===== config.mk =====
export PLATFORM = sky130hd
export DESIGN_NAME = dpmc_top
export DESIGN_NICKNAME = d
export VERILOG_FILES = /design/src/rtl/dpmc_pkg.sv /design/src/rtl/dpmc_ctl_if.sv /design/src/rtl/dpmc_top.sv /design/src/rtl/dpmc_dew_seq.sv /design/src/rtl/dpmc_cap_timer.sv
export SDC_FILE = /design/constraint.sdc
export NUM_CORES = 1
export LEC_CHECK = 0
export BUFFER_PORTS_ARGS = -buffer_cell sky130_fd_sc_hd__buf_4
export CAP_MARGIN = 20
export CORE_UTILIZATION = 43
export DETAILED_ROUTE_END_ITERATION = 10
export SETUP_SLACK_MARGIN = 0.5
export SYNTH_ARGS = -nofsm -noshare
export SYNTH_HDL_FRONTEND = slang
export SYNTH_SLANG_ARGS = --single-unit

===== constraint.sdc =====
create_clock -name CORE_CLK -period 11.5 [get_ports CORE_CLK]
set_input_delay 3.45 -clock CORE_CLK [delete_from_list [all_inputs] [get_ports CORE_CLK]]
set_output_delay 3.45 -clock CORE_CLK [all_outputs]
set_load 0.03 [all_outputs]

===== src/rtl/dpmc_pkg.sv =====
package dpmc_pkg;
  // register byte offsets
  localparam logic [7:0] OFS_SELECT    = 8'h00;
  localparam logic [7:0] OFS_CONFIG    = 8'h04;
  localparam logic [7:0] OFS_DEW_DUTY  = 8'h08;
  localparam logic [7:0] OFS_BRK_LEVEL = 8'h0c;
  localparam logic [7:0] OFS_BRK_TIME  = 8'h10;
  localparam logic [7:0] OFS_CAP_REF   = 8'h14;
  localparam logic [7:0] OFS_STATUS    = 8'h18;
  localparam logic [7:0] OFS_CLEAR     = 8'h1c;
  localparam logic [7:0] OFS_CAP_MEAS  = 8'h20;

  // protection selection word bits
  localparam int SEL_W           = 6;
  localparam int SEL_CARRIER     = 0;
  localparam int SEL_IN_PHASE    = 1;
  localparam int SEL_OUT_PHASE   = 2;
  localparam int SEL_CAP_USERREF = 3;
  localparam int SEL_CAP_JUDGE   = 4;
  localparam int SEL_FAN_CONT    = 5;

  // config fields
  localparam int CFG_FAN_ONOFF = 0;
  localparam int CFG_DI_FUNC_LSB = 8;
  localparam int DI_FUNC_W = 8;
  localparam logic [7:0] DEW_FUNC_CODE = 8'h27;

  // status and clear bits
  localparam int ST_ALM_IN    = 0;
  localparam int ST_ALM_OUT   = 1;
  localparam int ST_ALM_FAN   = 2;
  localparam int ST_HEAT_WARN = 3;
  localparam int ST_LIFE_WARN = 4;
  localparam int ST_CAP_EXP   = 5;
  localparam int ST_DEW_ACT   = 6;
  localparam int ST_CARRIER   = 7;
  localparam int ST_FAN_RUN   = 8;
  localparam int ST_CAP_VALID = 9;

  // reset values
  localparam logic [5:0]  SELECT_RST    = 6'h00;
  localparam logic [31:0] CONFIG_RST    = 32'h0000_0000;
  localparam logic [7:0]  DEW_DUTY_RST  = 8'h01;
  localparam logic [7:0]  BRK_LEVEL_RST = 8'h00;
  localparam logic [15:0] BRK_TIME_RST  = 16'h0000;
  localparam logic [15:0] CAP_REF_RST   = 16'h0000;
  localparam logic [15:0] CAP_REF_FACTORY = 16'h0100;

  // timing: one time unit of the brake-time setting
  localparam int CLK_PERIOD_NS = 4;
  localparam int TICK_UNIT_NS  = 10_000_000;
  localparam int TICK_CYCLES   = TICK_UNIT_NS / CLK_PERIOD_NS;
  localparam logic [7:0] PCT_FULL = 8'h64;
endpackage : dpmc_pkg


===== src/rtl/dpmc_ctl_if.sv =====
interface dpmc_ctl_if;
  logic        tick;
  logic        dew_go;
  logic [15:0] on_time;
  logic [7:0]  duty;
  logic        dew_active;
  logic        dew_pulse;
  logic        cap_arm;
  logic        pwr_off;
  logic        bus_low;
  logic        cap_done;
  logic [15:0] cap_count;

  modport ctrl (output tick, dew_go, on_time, duty, cap_arm, pwr_off, bus_low,
                input  dew_active, dew_pulse, cap_done, cap_count);
  modport dew  (input  tick, dew_go, on_time, duty,
                output dew_active, dew_pulse);
  modport cap  (input  tick, cap_arm, pwr_off, bus_low,
                output cap_done, cap_count);
endinterface : dpmc_ctl_if


===== src/rtl/dpmc_top.sv =====
// Summary of operation
// - six-bit selection word, one function per bit
// - bit 0 enables automatic carrier lowering
// - lower carrier near overheat or overload
// - bit 1 enables input phase loss detection
// - input phase loss stops output, alarms
// - bit 2: output phase loss while running trips
// - all three phases lost does not trip
// - bit 3 picks factory or user reference
// - bit 4 enables capacitor life judgment
// - time bus discharge, compare with reference
// - fan lock only on fitted larger ratings
// - bit 5: alarm or continue on lock
// - lock alarm removes output, motor coasts
// - lock always drives overheat and life warnings
// - commanded fan stop makes lock count normal
// - condensation command needs input function 39
// - condensation starts on command while stopped
// - pulse uses brake level and brake time
// - interval set so on-time over on-time plus interval equals duty
//
// Register access over APB and the register addresses were left to the implementer.
module dpmc_top #(
  parameter int          TICK_CYCLES     = dpmc_pkg::TICK_CYCLES,
  parameter logic [15:0] CAP_REF_FACTORY = dpmc_pkg::CAP_REF_FACTORY
) (
  // clock and reset
  input  wire logic        CORE_CLK,
  input  wire logic        RST_N,
  // apb slave
  input  wire logic        PSEL,
  input  wire logic        PENABLE,
  input  wire logic        PWRITE,
  input  wire logic [7:0]  PADDR,
  input  wire logic [31:0] PWDATA,
  output logic      [31:0] PRDATA,
  output logic             PREADY,
  output logic             PSLVERR,
  // drive state
  input  wire logic        RUN_CMD,
  input  wire logic        RUNNING,
  // detectors
  input  wire logic        HS_OVERHEAT_NEAR,
  input  wire logic        OVERLOAD_NEAR,
  input  wire logic        IN_PHASE_LOSS,
  input  wire logic [2:0]  OUT_PHASE_LOST,
  input  wire logic        FAN_FITTED,
  input  wire logic        DC_FAN_LOCK,
  input  wire logic        POWER_OFF,
  input  wire logic        DC_BUS_LOW,
  // general-purpose digital input carrying the condensation command
  input  wire logic        DI_TERMINAL,
  // drive controls
  output logic             OUTPUT_ENABLE,
  output logic             CARRIER_LOWER,
  output logic             FAN_RUN_CMD,
  output logic             DC_INJECT_EN,
  output logic      [7:0]  DC_INJECT_LEVEL,
  // alarms and warnings
  output logic             ALM_IN_PHASE,
  output logic             ALM_OUT_PHASE,
  output logic             ALM_FAN_LOCK,
  output logic             OVERHEAT_WARNING_OUT,
  output logic             LIFE_WARNING_OUT,
  output logic             CAP_LIFE_EXPIRED
);
  dpmc_ctl_if ctl ();

  // register file
  logic [5:0]  protection_maintenance_select;
  logic [31:0] config_reg;
  logic [7:0]  condensation_duty_setting;
  logic [7:0]  dc_brake_level_setting;
  logic [15:0] dc_brake_time_setting;
  logic [15:0] cap_ref_user;
  logic [15:0] cap_meas;
  logic        cap_valid;

  // derived controls
  logic        cooling_fan_onoff_control;
  logic [7:0]  di_func;
  logic        condensation_prevention_cmd;
  logic        drive_stopped;
  logic        fan_lock_valid;
  logic        out_loss_partial;
  logic        any_trip;
  logic [15:0] cap_ref;

  // apb decode
  logic        setup;
  logic        access;
  logic        wr;
  logic        mapped;
  logic [9:0]  status;
  logic [31:0] clr_mask;

  // tick prescaler
  logic [31:0] tick_cnt;
  logic        tick;

  assign setup  = PSEL && !PENABLE;
  assign access = PSEL && PENABLE;
  assign wr     = access && PWRITE;

  always_comb begin
    case (PADDR)
      dpmc_pkg::OFS_SELECT, dpmc_pkg::OFS_CONFIG, dpmc_pkg::OFS_DEW_DUTY,
      dpmc_pkg::OFS_BRK_LEVEL, dpmc_pkg::OFS_BRK_TIME, dpmc_pkg::OFS_CAP_REF,
      dpmc_pkg::OFS_STATUS, dpmc_pkg::OFS_CLEAR, dpmc_pkg::OFS_CAP_MEAS: mapped = 1'b1;
      default: mapped = 1'b0;
    endcase
  end

  // zero wait states; read data latched in the setup cycle
  assign PREADY  = 1'b1;
  assign PSLVERR = access && !mapped;
  assign clr_mask = (wr && PADDR == dpmc_pkg::OFS_CLEAR) ? PWDATA : 32'h0000_0000;

  always_ff @(posedge CORE_CLK or negedge RST_N) begin
    if (!RST_N) begin
      protection_maintenance_select <= dpmc_pkg::SELECT_RST;
      config_reg                    <= dpmc_pkg::CONFIG_RST;
      condensation_duty_setting     <= dpmc_pkg::DEW_DUTY_RST;
      dc_brake_level_setting        <= dpmc_pkg::BRK_LEVEL_RST;
      dc_brake_time_setting         <= dpmc_pkg::BRK_TIME_RST;
      cap_ref_user                  <= dpmc_pkg::CAP_REF_RST;
    end else if (wr) begin
      case (PADDR)
        dpmc_pkg::OFS_SELECT:    protection_maintenance_select <= PWDATA[5:0];
        dpmc_pkg::OFS_CONFIG:    config_reg                    <= PWDATA;
        dpmc_pkg::OFS_DEW_DUTY:  condensation_duty_setting     <= PWDATA[7:0];
        dpmc_pkg::OFS_BRK_LEVEL: dc_brake_level_setting        <= PWDATA[7:0];
        dpmc_pkg::OFS_BRK_TIME:  dc_brake_time_setting         <= PWDATA[15:0];
        dpmc_pkg::OFS_CAP_REF:   cap_ref_user                  <= PWDATA[15:0];
        default: ;
      endcase
    end
  end

  always_comb begin
    status = 10'h000;
    status[dpmc_pkg::ST_ALM_IN]    = ALM_IN_PHASE;
    status[dpmc_pkg::ST_ALM_OUT]   = ALM_OUT_PHASE;
    status[dpmc_pkg::ST_ALM_FAN]   = ALM_FAN_LOCK;
    status[dpmc_pkg::ST_HEAT_WARN] = OVERHEAT_WARNING_OUT;
    status[dpmc_pkg::ST_LIFE_WARN] = LIFE_WARNING_OUT;
    status[dpmc_pkg::ST_CAP_EXP]   = CAP_LIFE_EXPIRED;
    status[dpmc_pkg::ST_DEW_ACT]   = ctl.dew_active;
    status[dpmc_pkg::ST_CARRIER]   = CARRIER_LOWER;
    status[dpmc_pkg::ST_FAN_RUN]   = FAN_RUN_CMD;
    status[dpmc_pkg::ST_CAP_VALID] = cap_valid;
  end

  always_ff @(posedge CORE_CLK or negedge RST_N) begin
    if (!RST_N) begin
      PRDATA <= 32'h0000_0000;
    end else if (setup && !PWRITE) begin
      case (PADDR)
        dpmc_pkg::OFS_SELECT:    PRDATA <= {26'h0, protection_maintenance_select};
        dpmc_pkg::OFS_CONFIG:    PRDATA <= config_reg;
        dpmc_pkg::OFS_DEW_DUTY:  PRDATA <= {24'h000000, condensation_duty_setting};
        dpmc_pkg::OFS_BRK_LEVEL: PRDATA <= {24'h000000, dc_brake_level_setting};
        dpmc_pkg::OFS_BRK_TIME:  PRDATA <= {16'h0000, dc_brake_time_setting};
        dpmc_pkg::OFS_CAP_REF:   PRDATA <= {16'h0000, cap_ref_user};
        dpmc_pkg::OFS_STATUS:    PRDATA <= {22'h0, status};
        dpmc_pkg::OFS_CAP_MEAS:  PRDATA <= {16'h0000, cap_meas};
        default:                 PRDATA <= 32'h0000_0000;
      endcase
    end
  end

  // time base for brake time and discharge timing
  always_ff @(posedge CORE_CLK or negedge RST_N) begin
    if (!RST_N) begin
      tick_cnt <= 32'h0000_0000;
      tick     <= 1'b0;
    end else if (tick_cnt >= 32'(TICK_CYCLES - 1)) begin
      tick_cnt <= 32'h0000_0000;
      tick     <= 1'b1;
    end else begin
      tick_cnt <= tick_cnt + 32'h0000_0001;
      tick     <= 1'b0;
    end
  end

  assign cooling_fan_onoff_control = config_reg[dpmc_pkg::CFG_FAN_ONOFF];
  assign di_func = config_reg[dpmc_pkg::CFG_DI_FUNC_LSB +: dpmc_pkg::DI_FUNC_W];
  assign drive_stopped = !RUNNING && !RUN_CMD;

  // the terminal only means condensation prevention under its function code
  assign condensation_prevention_cmd = DI_TERMINAL && (di_func == dpmc_pkg::DEW_FUNC_CODE);

  // a commanded fan stop is not a lock; only real fans are watched
  assign fan_lock_valid = FAN_FITTED && DC_FAN_LOCK
                          && !(cooling_fan_onoff_control && !FAN_RUN_CMD);

  // one or two lost phases trip; all three is an opened contactor
  assign out_loss_partial = |OUT_PHASE_LOST && !(&OUT_PHASE_LOST);

  assign any_trip = ALM_IN_PHASE || ALM_OUT_PHASE || ALM_FAN_LOCK;

  // fan runs freely unless on/off control is on; then only when commanded, running or near heatsink overheat
  always_ff @(posedge CORE_CLK or negedge RST_N) begin
    if (!RST_N) begin
      FAN_RUN_CMD <= 1'b1;
    end else begin
      FAN_RUN_CMD <= !cooling_fan_onoff_control || RUN_CMD || RUNNING
                     || HS_OVERHEAT_NEAR;
    end
  end

  // input phase loss alarm, set wins over clear
  always_ff @(posedge CORE_CLK or negedge RST_N) begin
    if (!RST_N) begin
      ALM_IN_PHASE <= 1'b0;
    end else if (protection_maintenance_select[dpmc_pkg::SEL_IN_PHASE] && IN_PHASE_LOSS) begin
      ALM_IN_PHASE <= 1'b1;
    end else if (clr_mask[dpmc_pkg::ST_ALM_IN]) begin
      ALM_IN_PHASE <= 1'b0;
    end
  end

  always_ff @(posedge CORE_CLK or negedge RST_N) begin
    if (!RST_N) begin
      ALM_OUT_PHASE <= 1'b0;
    end else if (protection_maintenance_select[dpmc_pkg::SEL_OUT_PHASE] && RUNNING
                 && out_loss_partial) begin
      ALM_OUT_PHASE <= 1'b1;
    end else if (clr_mask[dpmc_pkg::ST_ALM_OUT]) begin
      ALM_OUT_PHASE <= 1'b0;
    end
  end

  always_ff @(posedge CORE_CLK or negedge RST_N) begin
    if (!RST_N) begin
      ALM_FAN_LOCK <= 1'b0;
    end else if (fan_lock_valid && !protection_maintenance_select[dpmc_pkg::SEL_FAN_CONT]) begin
      ALM_FAN_LOCK <= 1'b1;
    end else if (clr_mask[dpmc_pkg::ST_ALM_FAN]) begin
      ALM_FAN_LOCK <= 1'b0;
    end
  end

  // warnings follow the lock whatever the alarm choice
  always_ff @(posedge CORE_CLK or negedge RST_N) begin
    if (!RST_N) begin
      OVERHEAT_WARNING_OUT <= 1'b0;
      LIFE_WARNING_OUT     <= 1'b0;
    end else begin
      OVERHEAT_WARNING_OUT <= fan_lock_valid;
      LIFE_WARNING_OUT     <= fan_lock_valid || CAP_LIFE_EXPIRED;
    end
  end

  // carrier lowering trades motor noise for staying out of trip
  always_ff @(posedge CORE_CLK or negedge RST_N) begin
    if (!RST_N) begin
      CARRIER_LOWER <= 1'b0;
    end else begin
      CARRIER_LOWER <= protection_maintenance_select[dpmc_pkg::SEL_CARRIER]
                       && (HS_OVERHEAT_NEAR || OVERLOAD_NEAR);
    end
  end

  // any trip removes the output so the motor coasts
  always_ff @(posedge CORE_CLK or negedge RST_N) begin
    if (!RST_N) begin
      OUTPUT_ENABLE <= 1'b0;
    end else begin
      OUTPUT_ENABLE <= RUN_CMD && !any_trip;
    end
  end

  // condensation prevention sequencer
  assign ctl.tick    = tick;
  assign ctl.dew_go  = condensation_prevention_cmd && drive_stopped;
  assign ctl.on_time = dc_brake_time_setting;
  assign ctl.duty    = condensation_duty_setting;

  dpmc_dew_seq u_dew (
    .clk   (CORE_CLK),
    .rst_n (RST_N),
    .ctl   (ctl.dew)
  );

  always_ff @(posedge CORE_CLK or negedge RST_N) begin
    if (!RST_N) begin
      DC_INJECT_EN    <= 1'b0;
      DC_INJECT_LEVEL <= 8'h00;
    end else begin
      DC_INJECT_EN    <= ctl.dew_pulse && ctl.dew_go;
      DC_INJECT_LEVEL <= (ctl.dew_pulse && ctl.dew_go) ? dc_brake_level_setting : 8'h00;
    end
  end

  // capacitor discharge timing
  assign ctl.cap_arm = protection_maintenance_select[dpmc_pkg::SEL_CAP_JUDGE];
  assign ctl.pwr_off = POWER_OFF;
  assign ctl.bus_low = DC_BUS_LOW;
  assign cap_ref = protection_maintenance_select[dpmc_pkg::SEL_CAP_USERREF]
                   ? cap_ref_user : CAP_REF_FACTORY;

  dpmc_cap_timer u_cap (
    .clk   (CORE_CLK),
    .rst_n (RST_N),
    .ctl   (ctl.cap)
  );

  always_ff @(posedge CORE_CLK or negedge RST_N) begin
    if (!RST_N) begin
      cap_meas  <= 16'h0000;
      cap_valid <= 1'b0;
    end else if (ctl.cap_done) begin
      cap_meas  <= ctl.cap_count;
      cap_valid <= 1'b1;
    end
  end

  // a shrunken capacitor discharges faster than the reference
  always_ff @(posedge CORE_CLK or negedge RST_N) begin
    if (!RST_N) begin
      CAP_LIFE_EXPIRED <= 1'b0;
    end else if (ctl.cap_done && ctl.cap_count < cap_ref) begin
      CAP_LIFE_EXPIRED <= 1'b1;
    end else if (clr_mask[dpmc_pkg::ST_CAP_EXP]) begin
      CAP_LIFE_EXPIRED <= 1'b0;
    end
  end
endmodule : dpmc_top


===== src/rtl/dpmc_dew_seq.sv =====
module dpmc_dew_seq (
  // clock and reset
  input wire logic clk,
  input wire logic rst_n,
  // link to controller
  dpmc_ctl_if.dew  ctl
);
  typedef enum logic [1:0] {DEW_IDLE, DEW_ON, DEW_OFF} dpmc_dew_t;
  dpmc_dew_t   state;
  logic [15:0] on_cnt;
  logic [23:0] acc;
  logic [23:0] off_target;
  logic [7:0]  rest;

  // off time chosen so that on / (on + off) equals the duty
  assign rest       = (ctl.duty >= dpmc_pkg::PCT_FULL) ? 8'h00 : dpmc_pkg::PCT_FULL - ctl.duty;
  assign off_target = 24'(ctl.on_time * rest);

  always_ff @(posedge clk or negedge rst_n) begin
    if (!rst_n) begin
      state  <= DEW_IDLE;
      on_cnt <= 16'h0000;
      acc    <= 24'h000000;
    end else if (!ctl.dew_go) begin
      state  <= DEW_IDLE;
      on_cnt <= 16'h0000;
      acc    <= 24'h000000;
    end else begin
      case (state)
        DEW_IDLE: begin
          if (ctl.duty != 8'h00 && ctl.on_time != 16'h0000) begin
            state  <= DEW_ON;
            on_cnt <= 16'h0000;
          end
        end
        DEW_ON: begin
          if (ctl.tick) begin
            if (on_cnt + 16'h0001 >= ctl.on_time) begin
              state <= DEW_OFF;
              acc   <= 24'h000000;
            end else begin
              on_cnt <= on_cnt + 16'h0001;
            end
          end
        end
        DEW_OFF: begin
          if (ctl.tick) begin
            if (acc + 24'(ctl.duty) >= off_target) begin
              state  <= DEW_ON;
              on_cnt <= 16'h0000;
            end else begin
              acc <= acc + 24'(ctl.duty);
            end
          end
        end
        default: state <= DEW_IDLE;
      endcase
    end
  end

  assign ctl.dew_active = ctl.dew_go;
  assign ctl.dew_pulse  = (state == DEW_ON);
endmodule : dpmc_dew_seq


===== src/rtl/dpmc_cap_timer.sv =====
module dpmc_cap_timer (
  // clock and reset
  input wire logic clk,
  input wire logic rst_n,
  // link to controller
  dpmc_ctl_if.cap  ctl
);
  typedef enum logic [1:0] {CAP_IDLE, CAP_RUN, CAP_WAIT} dpmc_cap_t;
  dpmc_cap_t   state;
  logic [15:0] cnt;

  always_ff @(posedge clk or negedge rst_n) begin
    if (!rst_n) begin
      state         <= CAP_IDLE;
      cnt           <= 16'h0000;
      ctl.cap_done  <= 1'b0;
      ctl.cap_count <= 16'h0000;
    end else begin
      ctl.cap_done <= 1'b0;
      case (state)
        CAP_IDLE: begin
          if (ctl.cap_arm && ctl.pwr_off) begin
            state <= CAP_RUN;
            cnt   <= 16'h0000;
          end
        end
        CAP_RUN: begin
          if (!ctl.pwr_off) begin
            state <= CAP_IDLE; // power came back, measurement void
          end else if (ctl.bus_low) begin
            state         <= CAP_WAIT;
            ctl.cap_done  <= 1'b1;
            ctl.cap_count <= cnt;
          end else if (ctl.tick && cnt != 16'hffff) begin
            cnt <= cnt + 16'h0001;
          end
        end
        CAP_WAIT: begin
          if (!ctl.pwr_off) state <= CAP_IDLE;
        end
        default: state <= CAP_IDLE;
      endcase
    end
  end
endmodule : dpmc_cap_timer


== Word-level counts from Yosys, hierarchy flattened ==
Cells that the tools add are included.
Operators by class
  shifts and indexed selects: 0
  divide/modulo/power cells: 0
  reduce and logical (&&, ||, !) cells: 67
  $mul: 1
  eq/ne operators: 29
  add/subtract/negate cells: 5
  magnitude comparators: 5
  bitwise gates (word level): 0
  mux-type cells: 49
Operators by type and width (count)
  $pmux W32 S8: 1
  $mux W16: 11
  $mux W24: 5
  $pmux W16 S3: 1
  $pmux W24 S2: 1
  $add A16 B1 Y16 const B: 2
  $add A32 B1 Y32 const B: 1
  $eq A8 B5 Y1 const B: 4
  $ge A32 B22 Y1 const B: 1
  $mux W32: 1
  $pmux W16 S2: 1
  $add A24 B8 Y24: 1
  $ge A24 B24 Y1: 1
  $logic_and A1 B1 Y1: 24
  $mul A16 B8 Y24: 1
  $mux W2: 10
  $eq A8 B4 Y1 const B: 2
  $eq A8 B6 Y1 const B: 2
  $ge A16 B16 Y1: 1
  $lt A16 B16 Y1: 1
  $mux W8: 2
  $ne A16 B16 Y1 const B: 1
  $reduce_bool A16 Y1: 1
  $reduce_and A5 Y1: 3
  other kinds (25): 77
Storage, ports and cells
  memory bits (writable): 0
  input port bits: 58
  bits in latches: 0
  output and inout bits: 52
  memories kept: 0
  logic and storage cells: 185
  ROM bits: 0
  register bits: 263

== Depth between registers and ports, before layout ==
  depth after elaboration: 8
  depth in mapped cells: 36
  gate-level depth less buffers: 32

== Hierarchy ==
A second synthesis with hierarchy kept.
Unflattened totals
  cells, all modules: 1772
  area, all modules: 18156.2 um2
Modules (own cells, without submodules)
  dpmc_top: sequential area each 4657.0 um2, instances 1, area an instance 8451.9 um2, cells each 679
  dpmc_dew_seq: sequential area each 1051.0 um2, instances 1, area an instance 7947.6 um2, cells each 937
  dpmc_cap_timer: sequential area each 875.8 um2, instances 1, area an instance 1756.7 um2, cells each 156

== Least setup slack after synthesis ==
Ideal clock, no wire load.
  path kind: input port to output port
  start: input port PADDR[4]
  end: output port PSLVERR
  setup slack: 3.615 ns
  arrival time: 4.435 ns
  stages on the path: 4
  path buffers: 0
  required time: 8.050 ns
  path through: nor2b_1 nand2_1 o211ai_1 a31oi_1
On the way
  cells in the longest elaborated chain, start to end: 5
  elaborated cells on any way between the ends: 13
  those cells by class: eq/ne: 8; mux: 1; reduce/logical: 4
RTL lines
  start: declaration: RTL line dpmc_top.sv:34  | input wire logic [7:0] PADDR,
  $eq A8 B5 Y1, or another cell as far along: RTL line dpmc_top.sv:106  | case (PADDR)
  $reduce_or A9 Y1 *: RTL line dpmc_top.sv:106
  $mux W1 *: RTL line dpmc_top.sv:106
  $logic_not A1 Y1 *: RTL line dpmc_top.sv:116  | assign PSLVERR = access && !mapped;
  $logic_and A1 B1 Y1 *: RTL line dpmc_top.sv:116
  end: declaration: RTL line dpmc_top.sv:38  | output logic PSLVERR,
Every way passes the cells marked *; elsewhere a longest branch is shown, timed or not.

== Worst setup path after layout ==
  start: register condensation_duty_setting[2]
  end: register u_dew.on_cnt[2]
On the way
  cells in the longest elaborated chain, start to end: 6
  elaborated cells on any way between the ends: 11
  those cells by class: add/sub: 2; mul: 1; order compare: 2; eq/ne: 2; mux: 1; reduce/logical: 3
RTL lines
  start: declaration: RTL line dpmc_top.sv:72  | logic [7:0] condensation_duty_setting;
  start signal: assignment: RTL line dpmc_top.sv:123  | condensation_duty_setting <= dpmc_pkg::DEW_DUTY_RST;
  start signal: assignment: RTL line dpmc_top.sv:131  | dpmc_pkg::OFS_DEW_DUTY: condensation_duty_setting <= PWDATA[7:0];
  $sub A7 B8 Y8 / $ge A8 B7 Y1 (equally long branches): RTL line dpmc_dew_seq.sv:16  | assign rest = (ctl.duty >= dpmc_pkg::PCT_FULL) ? 8'h00 : dpmc_pkg::PCT_FULL - ctl.duty;
  $mux W8: RTL line dpmc_dew_seq.sv:16
  $mul A16 B8 Y24: RTL line dpmc_dew_seq.sv:17  | assign off_target = 24'(ctl.on_time * rest);
  $ge A24 B24 Y1: RTL line dpmc_dew_seq.sv:48  | if (acc + 24'(ctl.duty) >= off_target) begin
  $ne A3 B2 Y1 (no line)
  $reduce_and A6 Y1 (no line) *
  end signal: assignment: RTL line dpmc_dew_seq.sv:42  | on_cnt <= on_cnt + 16'h0001;
  end: declaration: RTL line dpmc_dew_seq.sv:10  | logic [15:0] on_cnt;
Marked as above.
A chain may end at the register's enable or synchronous reset.

==> impl_metrics.py <==
metrics = {
    "die": {
        "initial_utilization_pct": 43.7,
        "rows": 73,
        "core_area_sq_um": 39800,
        "die_area_sq_um": 41200,
        "ios": 110,
        "dieHeight_um": 203,
        "die-width_um": 203,
    },
    "synth": {
        "synth_top_family_by_area": "adder cells",
        "yosys-top-cells-area": "dfrtp_1 (38%), fa_1 (9.8%), ha_1 (8.0%)",
        "dominantRegCellSynth": "dfrtp_1",
        "async_flop_share_pct": 100,
        "yosysUniqueCellTypes": 83,
        "synth_mux_area_share_pct": 8.45,
        "synth_top_cell_area_share_pct": 37.6,
        "synth_compound_area_share_pct": 10.5,
        "yosys_warnings": 0,
        "synth_edf_count": 0,
        "synth_cells": 1725,
        "synth-xor-area-share_pct": 4.48,
        "synth-simple-area-share_pct": 16.2,
        "yosysSeqAreaShare_pct": 37.9,
        "synth.ff_latch_count": 263,
        "synth_fa_ha_area_share_pct": 17.8,
        "synth_top_cell_by_area": "dfrtp_1",
        "syn-cell-area_sq_um": 17400,
        "syn_area_per_cell_sq_um": 10.1,
    },
    "timing": {
        "worst_pin_slew_ns": 1.05,
        "fin_crit_ns": 9.10,
        "rsz0062_at_grt": "false",
        "finalSetupViolCount": 0,
        "drv_slew": 0,
        "max_slew_margin_pct": 29.4,
        "min_period_over_period_pct": 79.1,
        "finClkSkew_ns": 0.0780,
        "setup_tns_ns": 0,
        "hold_viol_final": 0,
        "fmax_ghz": 0.110,
    },
    "power_and_ir_drop": {
        "power_density_nw_per_um2": 109,
        "ir_worst_vdd_uv": 111,
        "p_leak_nw": 9.77,
    },
    "job": {
        "max_cap_violations": 0,
    },
    "final_layout": {
        "nets": 2102,
        "syn2layout_area_growth_pct": 14.7,
        "stdcell_count": 2397,
        "mostFrequentLayoutCell": "dfrtp_1",
        "final_util_pct": 50.1,
        "insertedDiodeCount": 0,
        "multi_input_area_sq_um": 10100,
        "drive_above_1_share_pct": 17.6,
        "seqCellArea_sq_um": 6580,
        "final_cell_mix": "dfrtp_1 (261), nand2_1 (174), inv_1 (146), buf_4 (121), ha_1 (111)",
        "nFillCells": 3697,
    },
    "detailed_routing": {
        "drtAntennaViolNets": 0,
        "drc": 0,
        "drt-wirelength-per-cell_um": 19.4,
        "first_iter_violations": 840,
        "wl_um": 46500,
        "viasPerCell": 5.49,
        "drtPass1Iterations": 5,
        "vias": 13200,
    },
    "placed_design": {
        "numPlacedInstances": 2338,
        "dp_hpwl_um": 35000,
        "gp_congestion": 0.942,
        "port_buffers": 108,
    },
    "clock_tree": {
        "clk_latency_ns": 0.63,
        "path_clk_slew_ns": 0.07,
        "cts_root_buffer": "clkbuf_16",
        "htree_levels": 1,
        "cts_buffers": 30,
        "cts_tree": "built",
        "cts_num_sinks": 263,
        "clockBufferDepth": 3,
        "cts_resized": 0,
        "post-cts-setup-buffer-count": 0,
        "holdBufCountCts": 0,
    },
    "setup_path": {
        "crit_arrival_ns": 9.51,
        "worstSetupPathType": "reg2reg",
        "endpoint_kind": "register",
        "crit_fanout": 52,
        "startpoint_type": "register",
        "slowest_stage": "or2_1",
        "required_ns": 11.91,
        "cpPeakStageDelay_ns": 0.72,
    },
    "global_route": {
        "grt-ovfl-total": 0,
        "track_usage_pct": 23.0,
        "antenna_found_initial": 1,
        "grt_max_degree": 76,
        "grt_pass1_wl_um": 73800,
        "grt_pass1_vias": 13400,
    },
    "hold_path": {
        "min_path_type": "reg2reg",
    },
    "outcome": {
        "status": "completed",
    },
}
## area by class of cell
class	instances	area share, %
inverter	152	2.86
clock buffer	35	3.91
tap	525	3.29
multi-input combinational	1277	50.6
clock inverter	21	1.54
sequential	263	33.0
timing repair buffer	124	4.76
## stage by stage
step / setup slack (ns) / total power, mW / hold WS [ns] / cell area (sq um)
after global placement: 2.73 / 1.14 / 0.451 / 18800
final: 2.40 / 2.17 / 0.460 / 19900
after CTS: 2.44 / 2.20 / 0.459 / 19900
after global routing: 1.74 / 2.26 / 0.486 / 19900
after detailed placement: 2.53 / 1.14 / 0.457 / 18800
after floorplan: 3.62 / 1.06 / 0.419 / 17500
## where the power goes
group	switching (mW)	internal [mW]	total (mW)
sequential	0.0153	0.941	0.956
combinational	0.108	0.0620	0.170
clock	0.422	0.626	1.05
## critical path, delay by kind of cell, from the launching register on
family          cells  cell delay [ns]
compound gates     12             2.92
xor+xnor            1             0.17
fa+ha+maj           6             2.57
buf+inv             3             0.51
flops               1             0.47
simple gates        6             2.23
## cells in the mapped netlist, drive strengths merged, types with 6 or more instances
| cell type | n |
|---|---|
| dfrtp | 261 |
| nand2 | 175 |
| inv | 149 |
| mux2 | 118 |
| ha | 111 |
| nor2 | 109 |
| fa | 85 |
| nor3 | 83 |
| o21ai | 63 |
| nand3 | 61 |
| a21oi | 57 |
| xor2 | 47 |
| clkbuf | 44 |
| xnor2 | 41 |
| and2 | 32 |
| a21o | 24 |
| a31oi | 22 |
| and3 | 20 |
| a22oi | 19 |
| a221oi | 17 |
| nand4 | 15 |
| buf | 14 |
| mux2i | 14 |
| nand2b | 14 |
| nor2b | 13 |
| nor4 | 13 |
| a22o | 10 |
| a211oi | 7 |
| and4 | 7 |
| o211ai | 7 |
| o21a | 6 |
| o31ai | 6 |
## metal layers
| metal | track usage, % | vias to the layer above | part of all wire, % |
|---|---|---|---|
| li1 | - | 6196 | - |
| met1 | 30.4 | 6517 | 43 |
| met2 | 38.0 | 357 | 48 |
| met3 | 4.06 | 88 | 6.0 |
| met4 | 7.68 | 0 | 3.1 |
| met5 | 0 | - | 0 |
## logic make-up after synthesis
| logic type | Yosys count |
|---|---|
| AO/OA/AOI/OAI | 264 |
| XOR/XNOR | 88 |
| adder cells (fa/ha/maj) | 196 |
| buffers and inverters | 210 |
| flip-flops | 263 |
| multiplexers | 132 |
| other | 2 |
| AND/OR/NAND/NOR | 570 |
## path summary, 6_finish.rpt
kind                                               from               to  slack (ns)  cells after the start
hold reg to reg                           config_reg[0]      FAN_RUN_CMD        0.46                      1
min in group asynchronous                         RST_N    u_dew.acc[17]        2.81                      1
max in group asynchronous                         RST_N     u_cap.cnt[8]        6.75                      3
setup / recovery           condensation_duty_setting[2]  u_dew.on_cnt[2]        2.40                     28
hold / removal                            config_reg[0]      FAN_RUN_CMD        0.46                      1
setup reg to reg           condensation_duty_setting[2]  u_dew.on_cnt[2]        2.40                     28
Note: power is estimated with default switching activity, not from simulation.
